[config.mk]
export PLATFORM = sky130hd
export DESIGN_NAME = t1_yellow_alarm_generator
export DESIGN_NICKNAME = d
export VERILOG_FILES = /design/src/rtl/t1_rai_pkg.sv /design/src/rtl/t1_yellow_alarm_generator.sv
export VERILOG_INCLUDE_DIRS = /design/src /design/src/rtl
export SDC_FILE = /design/constraint.sdc
export NUM_CORES = 1
export LEC_CHECK = 0
export BUFFER_PORTS_ARGS = -buffer_cell sky130_fd_sc_hd__buf_2
export CAP_MARGIN = 20
export CORE_MARGIN = 1.5
export CORE_UTILIZATION = 50
export DETAILED_ROUTE_END_ITERATION = 16
export PLACE_DENSITY = 0.92
export SLEW_MARGIN = 5
export SYNTH_ARGS = -nofsm -noshare
export SYNTH_HDL_FRONTEND = slang
export SYNTH_SLANG_ARGS = --single-unit
[constraint.sdc]
create_clock -name clk_i -period 4.6 [get_ports clk_i]
set_clock_uncertainty 0.2 [all_clocks]
set_input_delay 0.92 -clock clk_i [delete_from_list [all_inputs] [get_ports clk_i]]
set_output_delay 0.92 -clock clk_i [all_outputs]
set_load 0.005 [all_outputs]
[src/rtl/t1_rai_regs.svh]
// Register map, field positions, reset values and timing counts of the RAI generator
`ifndef T1_RAI_REGS_SVH
`define T1_RAI_REGS_SVH
`define ALARM_GEN_CTRL_OFS 32'h0000_0108
`define FRAMING_CTRL_OFS 32'h0000_010c
`define RAI_STATUS_OFS 32'h0000_0110
`define AGC_RESET 8'h00
`define FRM_RESET 2'h0
`define AGC_ONE_SEC_BIT 7
`define AGC_DUR_BIT 6
`define AGC_FMT_HI 5
`define AGC_FMT_LO 4
`define FMT_OFF 2'h0
`define FMT_STD 2'h1
`define FMT_J1 2'h2
`define FMT_ONES 2'h3
`define FRM_SF 2'h0
`define FRM_N 2'h1
`define FRM_T1DM 2'h2
`define FRM_ESF 2'h3
`define ST_SEND_BIT 0
`define ST_GUARD_BIT 1
`define ST_CNT_LO 8
`define PAT_LEN 16
`define RAI_PATTERNS 255
`define DL_RATE_BPS 4000
`define GUARD_TIME_MS 1000
`define GUARD_DL_BITS (`DL_RATE_BPS * `GUARD_TIME_MS / 1000)
`endif

[src/rtl/t1_rai_pkg.sv]
// Types shared by the RAI generator and its users
package t1_rai_pkg;
  // Insertion controls handed to the transmit framer datapath
  typedef struct packed {
    logic ds0_bit2_zero;
    logic y_bit_zero;
    logic fs12_one;
    logic dl_override;
    logic dl_bit;
  } rai_insert_t;
  typedef enum logic [1:0] {ST_IDLE, ST_SEND, ST_GUARD} rai_state_t;
endpackage : t1_rai_pkg

[src/rtl/t1_yellow_alarm_generator.sv]
// Transmit yellow alarm (RAI) generator with a classic Wishbone register slave
`timescale 1ns/100ps
`include "t1_rai_regs.svh"
module t1_yellow_alarm_generator #(
  parameter int PAT_COUNT = `RAI_PATTERNS,
  parameter int GUARD_BITS = `GUARD_DL_BITS
) (
  input wire logic clk_i,
  input wire logic rst_i,
  input wire logic wb_cyc_i,
  input wire logic wb_stb_i,
  input wire logic wb_we_i,
  input wire logic [31:0] wb_adr_i,
  input wire logic [3:0] wb_sel_i,
  input wire logic [31:0] wb_dat_i,
  output logic [31:0] wb_dat_o,
  output logic wb_ack_o,
  input wire logic dl_slot_i,
  output t1_rai_pkg::rai_insert_t rai_o
);
  import t1_rai_pkg::*;

  localparam logic [7:0] PAT_LAST = 8'(PAT_COUNT);
  localparam logic [11:0] GUARD_LAST = 12'(GUARD_BITS - 1);

  logic ack_q, ack_d;
  logic [31:0] rdat_q, rdat_d;
  logic [7:0] agc_q, agc_d;
  logic [1:0] frm_q, frm_d;
  rai_state_t state_q, state_d;
  logic [3:0] bit_q, bit_d;
  logic [7:0] pat_q, pat_d;
  logic [11:0] guard_q, guard_d;
  logic level_q, level_d;
  logic ones_q, ones_d;
  logic cont_q, cont_d;
  rai_insert_t out_q, out_d;
  logic keep, cont, ones, offered, wr_en;

  logic one_sec, cont_mode, bounded, level, rise, esf, active, boundary;
  logic [1:0] fmt;
  logic bus_req;

  // Field decode and choice of the duration control bit
  assign one_sec = agc_q[`AGC_ONE_SEC_BIT];
  assign fmt = agc_q[`AGC_FMT_HI:`AGC_FMT_LO];
  assign esf = (frm_q == `FRM_ESF);
  assign cont_mode = (fmt == `FMT_J1);
  assign bounded = (fmt == `FMT_STD) || (fmt == `FMT_ONES);
  // Rule off: code 10 follows its upper bit, 01 and 11 their lower bit
  assign level = one_sec ? agc_q[`AGC_DUR_BIT] :
                 (cont_mode ? agc_q[`AGC_FMT_HI] : agc_q[`AGC_FMT_LO]);
  assign rise = level & ~level_q;
  assign active = esf && (fmt != `FMT_OFF);
  // With the rule off the format bits double as the pulse, so code 00 during
  // an alarm only marks the end of the pulse; the pattern kind seen last stays
  assign keep = esf && (fmt != `FMT_OFF || !one_sec);
  assign cont = (fmt == `FMT_OFF) ? cont_q : cont_mode;
  assign ones = (fmt == `FMT_OFF) ? ones_q : (fmt == `FMT_ONES);
  // A slot counts only when its bit really stood on the line; otherwise the
  // first bit of an alarm could be consumed before the override is shown
  assign offered = dl_slot_i && out_q.dl_override;
  assign boundary = offered && (bit_q == 4'(`PAT_LEN - 1));
  assign bus_req = wb_cyc_i && wb_stb_i && !ack_q;
  // Writes land at the edge where the master samples ack
  assign wr_en = wb_cyc_i && wb_stb_i && wb_we_i && ack_q && wb_sel_i[0];

  // Wishbone slave: one wait state, unmapped reads give zero and writes drop
  always_comb begin
    ack_d = bus_req;
    rdat_d = 32'h0000_0000;
    agc_d = agc_q;
    frm_d = frm_q;
    if (bus_req) begin
      case (wb_adr_i)
        `ALARM_GEN_CTRL_OFS: begin
          rdat_d = {24'h00_0000, agc_q};
        end
        `FRAMING_CTRL_OFS: begin
          rdat_d = {30'h0000_0000, frm_q};
        end
        `RAI_STATUS_OFS: begin
          rdat_d[`ST_SEND_BIT] = (state_q == ST_SEND);
          rdat_d[`ST_GUARD_BIT] = (state_q == ST_GUARD);
          rdat_d[`ST_CNT_LO +: 8] = pat_q;
        end
        default: begin
          rdat_d = 32'h0000_0000;
        end
      endcase
    end
    // Unmapped writes are acked and dropped
    if (wr_en) begin
      if (wb_adr_i == `ALARM_GEN_CTRL_OFS) begin
        agc_d = wb_dat_i[7:0];
      end else if (wb_adr_i == `FRAMING_CTRL_OFS) begin
        frm_d = wb_dat_i[1:0];
      end
    end
  end

  always_ff @(posedge clk_i) begin
    if (rst_i) begin
      ack_q <= 1'b0;
      rdat_q <= 32'h0000_0000;
      agc_q <= `AGC_RESET;
      frm_q <= `FRM_RESET;
    end else begin
      ack_q <= ack_d;
      rdat_q <= rdat_d;
      agc_q <= agc_d;
      frm_q <= frm_d;
    end
  end

  assign wb_ack_o = ack_q;
  assign wb_dat_o = rdat_q;

  // ESF data link engine; RAI only ends on a pattern boundary so the far
  // end never sees a torn pattern, except when the code or framing drops it
  always_comb begin
    state_d = state_q;
    bit_d = bit_q;
    pat_d = pat_q;
    guard_d = guard_q;
    level_d = level;
    ones_d = ones;
    cont_d = cont;
    case (state_q)
      ST_IDLE: begin
        bit_d = 4'h0;
        pat_d = 8'h00;
        if (active && level) begin
          state_d = ST_SEND;
        end
      end
      ST_SEND: begin
        if (offered) begin
          bit_d = bit_q + 4'h1;
        end
        if (boundary && pat_q != PAT_LAST) begin
          pat_d = pat_q + 8'h01;
        end
        if (!cont && rise) begin
          pat_d = 8'h00;
        end
        if (!keep) begin
          state_d = one_sec ? ST_GUARD : ST_IDLE;
        end else if (boundary && !level) begin
          if (cont || (!rise && pat_q >= PAT_LAST - 8'h01)) begin
            state_d = one_sec ? ST_GUARD : ST_IDLE;
          end
        end
        guard_d = GUARD_LAST;
      end
      ST_GUARD: begin
        // New alarms are held off here; a pulse that falls inside is lost
        if (!one_sec) begin
          state_d = ST_IDLE;
        end else if (dl_slot_i) begin
          if (guard_q == 12'h000) begin
            state_d = ST_IDLE;
          end else begin
            guard_d = guard_q - 12'h001;
          end
        end
      end
      default: begin
        state_d = ST_IDLE;
      end
    endcase
  end

  always_ff @(posedge clk_i) begin
    if (rst_i) begin
      state_q <= ST_IDLE;
      bit_q <= 4'h0;
      pat_q <= 8'h00;
      guard_q <= 12'h000;
      level_q <= 1'b0;
      ones_q <= 1'b0;
      cont_q <= 1'b0;
    end else begin
      state_q <= state_d;
      bit_q <= bit_d;
      pat_q <= pat_d;
      guard_q <= guard_d;
      level_q <= level_d;
      ones_q <= ones_d;
      cont_q <= cont_d;
    end
  end

  // Insertion controls, registered so the datapath sees clean levels
  always_comb begin
    out_d = '0;
    case (frm_q)
      `FRM_SF, `FRM_N: begin
        out_d.ds0_bit2_zero = bounded;
        out_d.fs12_one = (frm_q == `FRM_SF) && cont_mode;
      end
      `FRM_T1DM: begin
        out_d.y_bit_zero = (fmt != `FMT_OFF);
      end
      default: begin
        out_d.dl_override = (state_q == ST_SEND) && keep;
        // Eight ones then eight zeros, or sixteen ones for code 11
        out_d.dl_bit = out_d.dl_override && (!bit_q[3] || ones);
      end
    endcase
  end

  always_ff @(posedge clk_i) begin
    if (rst_i) begin
      out_q <= '0;
    end else begin
      out_q <= out_d;
    end
  end

  assign rai_o = out_q;

  // Format and insertion checks
  a_code_off_silent: assert property (@(posedge clk_i) disable iff (rst_i)
    (fmt == `FMT_OFF && (one_sec || state_q != ST_SEND)) |=> (rai_o == '0))
    else $error("RAI sent with format code off");
  a_ds0_bit_low: assert property (@(posedge clk_i) disable iff (rst_i)
    (bounded && (frm_q == `FRM_SF || frm_q == `FRM_N)) |=> rai_o.ds0_bit2_zero)
    else $error("DS0 bit 2 not forced in SF or N");
  a_ybit_low: assert property (@(posedge clk_i) disable iff (rst_i)
    (frm_q == `FRM_T1DM && fmt != `FMT_OFF) |=> (rai_o.y_bit_zero && !rai_o.ds0_bit2_zero))
    else $error("Y bit not driven in T1DM");
  a_fs12_one: assert property (@(posedge clk_i) disable iff (rst_i)
    (frm_q == `FRM_SF && cont_mode) |=> (rai_o.fs12_one && !rai_o.ds0_bit2_zero))
    else $error("Fs of frame 12 not set");
  a_half_zero: assert property (@(posedge clk_i) disable iff (rst_i)
    (state_q == ST_SEND && esf && fmt == `FMT_STD && bit_q[3]) |=> !rai_o.dl_bit)
    else $error("Second half of pattern not zero");
  a_all_ones: assert property (@(posedge clk_i) disable iff (rst_i)
    (state_q == ST_SEND && esf && fmt == `FMT_ONES) |=> (rai_o.dl_bit && rai_o.dl_override))
    else $error("Sixteen-ones pattern broken");
  a_min_length: assert property (@(posedge clk_i) disable iff (rst_i)
    (state_q == ST_SEND && keep && !cont && pat_q < PAT_LAST - 8'h01) |=> state_q == ST_SEND)
    else $error("RAI ended before 255 patterns");
  a_hold_long: assert property (@(posedge clk_i) disable iff (rst_i)
    (state_q == ST_SEND && keep && level) |=> state_q == ST_SEND)
    else $error("RAI ended while enable held");
  a_retrigger_clear: assert property (@(posedge clk_i) disable iff (rst_i)
    (state_q == ST_SEND && !cont && rise) |=> pat_q == 8'h00)
    else $error("Pattern count not cleared on new pulse");
  a_guard_gap: assert property (@(posedge clk_i) disable iff (rst_i)
    (state_q == ST_SEND && one_sec ##1 state_q != ST_SEND) |-> state_q == ST_GUARD)
    else $error("No guard after RAI with rule on");
  a_follow_level: assert property (@(posedge clk_i) disable iff (rst_i)
    (state_q == ST_IDLE && active && level) |=> state_q == ST_SEND ##1 rai_o.dl_override)
    else $error("RAI did not start on held control bit");
  a_rule_select: assert property (@(posedge clk_i) disable iff (rst_i)
    (!one_sec && bounded) |-> (level == agc_q[`AGC_FMT_LO]))
    else $error("Wrong duration bit with rule off");
  // Engine bookkeeping: continuous runs, guard, counters
  a_cont_until_low: assert property (@(posedge clk_i) disable iff (rst_i)
    (state_q == ST_SEND && keep && cont && !boundary) |=> state_q == ST_SEND)
    else $error("Continuous RAI ended off a pattern boundary");
  a_guard_block: assert property (@(posedge clk_i) disable iff (rst_i)
    (state_q == ST_GUARD && one_sec) |=> state_q != ST_SEND)
    else $error("RAI restarted inside the guard time");
  a_no_guard_off: assert property (@(posedge clk_i) disable iff (rst_i)
    (!one_sec && state_q == ST_SEND) |=> state_q != ST_GUARD)
    else $error("Guard entered with rule off");
  a_count_cap: assert property (@(posedge clk_i) disable iff (rst_i)
    pat_q <= PAT_LAST)
    else $error("Pattern count beyond its limit");
  a_slot_unseen: assert property (@(posedge clk_i) disable iff (rst_i)
    (state_q == ST_SEND && dl_slot_i && !out_q.dl_override) |=> $stable(bit_q))
    else $error("Bit index moved on a slot with no bit shown");
  a_idle_clear: assert property (@(posedge clk_i) disable iff (rst_i)
    (state_q == ST_IDLE) |=> (bit_q == 4'h0 && pat_q == 8'h00))
    else $error("Counters not cleared while idle");
  a_dl_quiet: assert property (@(posedge clk_i) disable iff (rst_i)
    (!esf) |=> !rai_o.dl_override)
    else $error("Data link overridden outside ESF");
  // Register bus: single-cycle ack, write taken at the ack edge
  a_ack_single: assert property (@(posedge clk_i) disable iff (rst_i)
    wb_ack_o |=> !wb_ack_o)
    else $error("Ack stood for more than one cycle");
  a_write_lands: assert property (@(posedge clk_i) disable iff (rst_i)
    (wr_en && wb_adr_i == `ALARM_GEN_CTRL_OFS) |=>
      ({24'h00_0000, agc_q} == ($past(wb_dat_i) & 32'h0000_00ff)))
    else $error("Control write did not land");
endmodule : t1_yellow_alarm_generator

## Yosys cells after proc, flatten, opt, wreduce, memory -nomap -nowiden

Cells that the tools add are included.

| storage, ports and cells | value |
|---|---|
| memories kept | 0 |
| bits in latches | 0 |
| bits in registers | 77 |
| bits in writable memories | 0 |
| output and inout bits | 38 |
| bits of input ports | 74 |
| ROM bits | 0 |
| word-level logic and storage cells | 123 |

| cells by class | value |
|---|---|
| multiply operators | 0 |
| div/mod/pow operators | 0 |
| shift-type cells | 0 |
| bitwise operators | 7 |
| magnitude comparators | 1 |
| $add $sub $neg | 3 |
| equal/unequal tests | 23 |
| reduce and logical (&&, ||, !) cells | 47 |
| muxes and demuxes | 23 |

Operator list:

| operator | number |
|---|---|
| 32-bit by 9-bit == test with 1-bit output, second input constant | 3 |
| 12-bit 2-to-1 mux | 3 |
| 12-bit one-hot mux with 2 select lines | 1 |
| 1-bit logical AND | 17 |
| 2-bit 2-to-1 mux | 8 |
| 8-bit 2-to-1 mux | 2 |
| 8-bit one-hot mux with 2 select lines | 1 |
| 12-bit zero test | 1 |
| 2-bit one-hot mux with 3 select lines | 2 |
| 12-bit by 1-bit subtractor with 12-bit output, second input constant | 1 |
| 2-bit == test, second input constant | 5 |
| 2-bit != test, second input constant | 5 |
| 3-bit by 2-bit != test with 1-bit output, second input constant | 3 |
| 8-bit by 1-bit adder with 8-bit output, second input constant | 1 |
| 8-bit >= comparator, second input constant | 1 |
| 8-bit != test, second input constant | 1 |
| 4-bit one-hot mux with 2 select lines | 1 |
| 2-bit OR reduction | 4 |
| 2-bit by 1-bit == test with 1-bit output, second input constant | 3 |
| 1-bit zero test | 6 |
| 2-bit zero test | 3 |
| 1-bit inverter | 6 |
| 2-bit AND reduction | 3 |
| 2-bit nonzero test | 3 |
| other kinds (13) | 20 |

## Depth between registers and ports, before layout

| depth | value |
|---|---|
| word-level depth | 11 |
| gate-level depth with buffers | 7 |
| gate-level depth less buffers | 7 |

## Worst setup path after synthesis

OpenSTA, ideal clock, no wires.

| timing | value |
|---|---|
| kind | input to register |
| start point | in wb_adr_i[12] |
| end point | reg agc_q[0] |
| path slack | 2.020 ns |
| cell stages on the path | 5 |
| buffers on the path | 0 |
| data arrival time | 2.253 ns |
| setup time | 0.128 ns |
| required time | 4.272 ns |
| cell sequence | nor4_2 > nand4_2 > nor4_4 > mux2i_1 > nor2_1 |

| on the way | value |
|---|---|
| word-level cells in the longest chain between the ends | 2 |

Ends and longest elaborated chain:

| element | line | text |
|---|---|---|
| start: declaration | t1_yellow_alarm_generator.sv:13 | `input wire logic [31:0] wb_adr_i,` |
| 32-bit by 9-bit == test with 1-bit output | n/a |  |
| 2-bit AND reduction (no source line) | n/a |  |
| end signal: assignment | t1_yellow_alarm_generator.sv:106 | `` agc_q <= `AGC_RESET; `` |
| end signal: assignment | t1_yellow_alarm_generator.sv:111 | `agc_q <= agc_d;` |
| end: declaration | t1_yellow_alarm_generator.sv:28 | `logic [7:0] agc_q, agc_d;` |

Every way passes these cells.
A chain may end at the register's enable or synchronous reset.

## Worst setup path in the final report

| timing | value |
|---|---|
| start point | in rst_i |
| end point | reg rdat_q[7] (netlist: wb_dat_o[7]) |

| on the way | value |
|---|---|
| word-level cells in the longest chain between the ends | 1 |

Ends and longest elaborated chain:

| element | line | text |
|---|---|---|
| start: declaration | t1_yellow_alarm_generator.sv:9 | `input wire logic rst_i,` |
| 3-bit OR reduction (no source line) | n/a |  |
| end signal: assignment | t1_yellow_alarm_generator.sv:110 | `rdat_q <= rdat_d;` |
| end: declaration | t1_yellow_alarm_generator.sv:27 | `logic [31:0] rdat_q, rdat_d;` |

Every way passes these cells.

==> results.txt <==
post-synthesis sequential area ratio: 41.7%
Finished Layout Cells: 460
CTS buffer count: 9
first-pass GRT wire length: 10.9 mm
Slew Viols, Final: 0
Max-cap violations: 0
Post-Route WL: 6.27 mm
Avg Cell Area, Syn: 9.29 sq um
Yosys top cell area share: 41.7%
Total GRT Usage: 21.9%
sw frac: 20.2%
hpwl dp: 4.65 mm
core box area: 5570 sq um
number of synthesized flops with an enable pin: 0
YS warnings: 0
Post-Syn Instances: 315
Peak VDD IR: 0.243 mV
top cells by count, synth: 61 x dfxtp_1, 30 x nor2_1, 16 x buf_4
Die Ht: 79.5 um
wire length per cell: 13.6 um
Post CTS Setup Buffer Count: 0
IO buf count: 68
diode count: 0
cell with the most instances after synthesis: dfxtp_1
Setup violations, final: 0
P per Cell Area: 325 nW/um^2
Gate power share: 3.5%
worst slack at placement: 1.62 ns
vias: 2523
clk_lat worst skew: 0.35 ns
crit start category: primary input
period utilization: 56.9%
area delta synth->final: 19.3%
P_sw: 0.229 mW
Worst-path clk slew: 0.07 ns
internal power: 0.906 mW
area of placed instances: 3250 sq um
Post-layout nets: 466
gr ovfl total: 0
status: completed
1st-iter DRT viols: 194
final core utilization: 62.7%
Critical Path AT: 2.71 ns
CTS tree: yes
post-route cell area: 3490 sq um
Worst Setup End Kind: flip-flop
CTS Buffer Depth: 2
share of cells above drive strength 1: 27.3%
die area: 6320 sq um
unrepaired setup endpoints after global routing: false
Mapped Area: 2930 sq um
post-CTS sizing: 0
Fin. Hold Viols: 0
Fmax: 382 MHz
post-synth top area cell: dfxtp_1
number of antenna-violating nets in the routed design: 0
total power: 1.14 mW
Crit Path Class: primary input to flip-flop
antenna violations before repair: 0
largest cells by area after synthesis: dfxtp_1 42%, buf_4 4.1%, ha_1 3.8%, nor2_1 3.8%, mux2i_1 3.1%
RD Place Congestion: 0.887
clock sinks: 61
crit-path max cell delay: 0.54 ns
Starting Density: 52.5%
crit-path cells: buf_2 -> or3_1 -> or3_2 -> nor2_1 -> and2_1
Clock Root Buffer: clkbuf_8
Via density: 5.48
Placed Cells: 444
# hold bufs at CTS: 0
Chip Width: 79.5 um
largest net degree at the start of global routing: 42
Max transition margin: 51.1%
fin worst setup slack: 1.98 ns
first-pass iteration count of the detailed router: 4
Tmin final: 2.62 ns
leakage power: 1.44 nW
vias in the first global route: 2474
Max H-tree Level: 3
Post-Route Setup TNS: 0 ns
measured slew at the worst slew-check pin: 0.734 ns
number of synthesized register bits: 61
clock share of power: 50.0%
CP required: 4.69 ns
worst hold slack: 0.264 ns
Flop pwr share: 46.6%
DRC viols: 0
I/O pins: 112
ys async rst share: 0%
Hold Crit Class: flip-flop to flip-flop
Max FO, Critical Path: 41
Distinct cells, synth: 56
Synth Flop Type: dfxtp_1
CP max-delay cell: or3_2
row cnt: 27
[critical path: cells and delay by family]
| family | cells | cell delay, ns |
|---|---|---|
| and+or+nand+nor | 4 | 1.45 |
| buffers and inverters | 1 | 0.33 |
[power groups by stage]
stage	combinational, mW	clock [mW]	sequential (mW)
2_1_floorplan	0.0232	0	0.541
3_3_place_gp	0.0382	0	0.540
3_5_place_dp	0.0390	0	0.541
4_1_cts	0.0391	0.575	0.529
5_1_grt	0.0436	0.603	0.528
6_report	0.0392	0.568	0.529
[cell families (layout without fill, tap and decap cells)]
group                    count (synthesis)  count (layout)  synth area share (%)
AND/OR/NAND/NOR                        134             134                  28.2
buffers and inverters                   37              95                  6.88
other                                    1              16                 0.128
XOR/XNOR                                 8               8                  2.39
AO/OA/AOI/OAI                           53              53                  12.6
flip-flops                              61              61                  41.7
adder cells (fa/ha/maj)                  9               9                  3.85
multiplexers                            12              12                  4.23
[cell usage in the layout, fill, tap and decap left out, types with 5 or more instances in the layout]
master	Yosys	layout
nor2_1	30	30
nand2_1	13	13
nand3_1	12	12
and3_1	8	8
xnor2_1	8	8
a211oi_1	6	6
and2_1	7	7
nor3_1	14	14
nor4_1	12	12
o21ai_0	6	6
a22oi_1	5	5
conb_1	1	16
a21oi_1	12	12
dfxtp_1	61	61
clkbuf_8	0	9
mux2i_1	9	9
o31ai_1	5	5
buf_2	2	68
or3_1	7	7
inv_1	11	11
ha_1	9	9
[sequential cells by signal, indices dropped and copies added (netlist names), 2 cells and up]
| register | cells |
|---|---|
| agc_q | 8 |
| bit_q | 4 |
| frm_q | 2 |
| guard_q | 12 |
| pat_q | 8 |
| rai_o | 5 |
| state_q | 2 |
| wb_dat_o | 16 |
[worst paths after layout]
check,from,end,slack (ns),cells past startpoint
max,rst_i,wb_dat_o[7],1.98,5
min,ones_q,ones_q,0.26,2
max reg2reg,guard_q[7],guard_q[1],2.43,5
min reg2reg,ones_q,ones_q,0.26,2
[layer usage]
metal  global-route usage [%]  share of wire [%]  vias up
met5                        0                  0        -
met4                     8.77                2.0        0
met3                     6.06                5.6       14
met2                     38.3                 51       66
met1                     25.0                 42     1196
li1                         -                  -     1247
[layout make-up]
| class | count | area (sq um) |
|---|---|---|
| clock inverter | 6 | 111 |
| fill | 485 | 2080 |
| sequential | 61 | 1220 |
| clock buffer | 10 | 128 |
| multi-input combinational | 232 | 1560 |
| inverter | 11 | 41.3 |
| timing repair buffer | 68 | 340 |
| tap | 72 | 90.1 |
No activity file was read; power rests on OpenSTA's default activity.
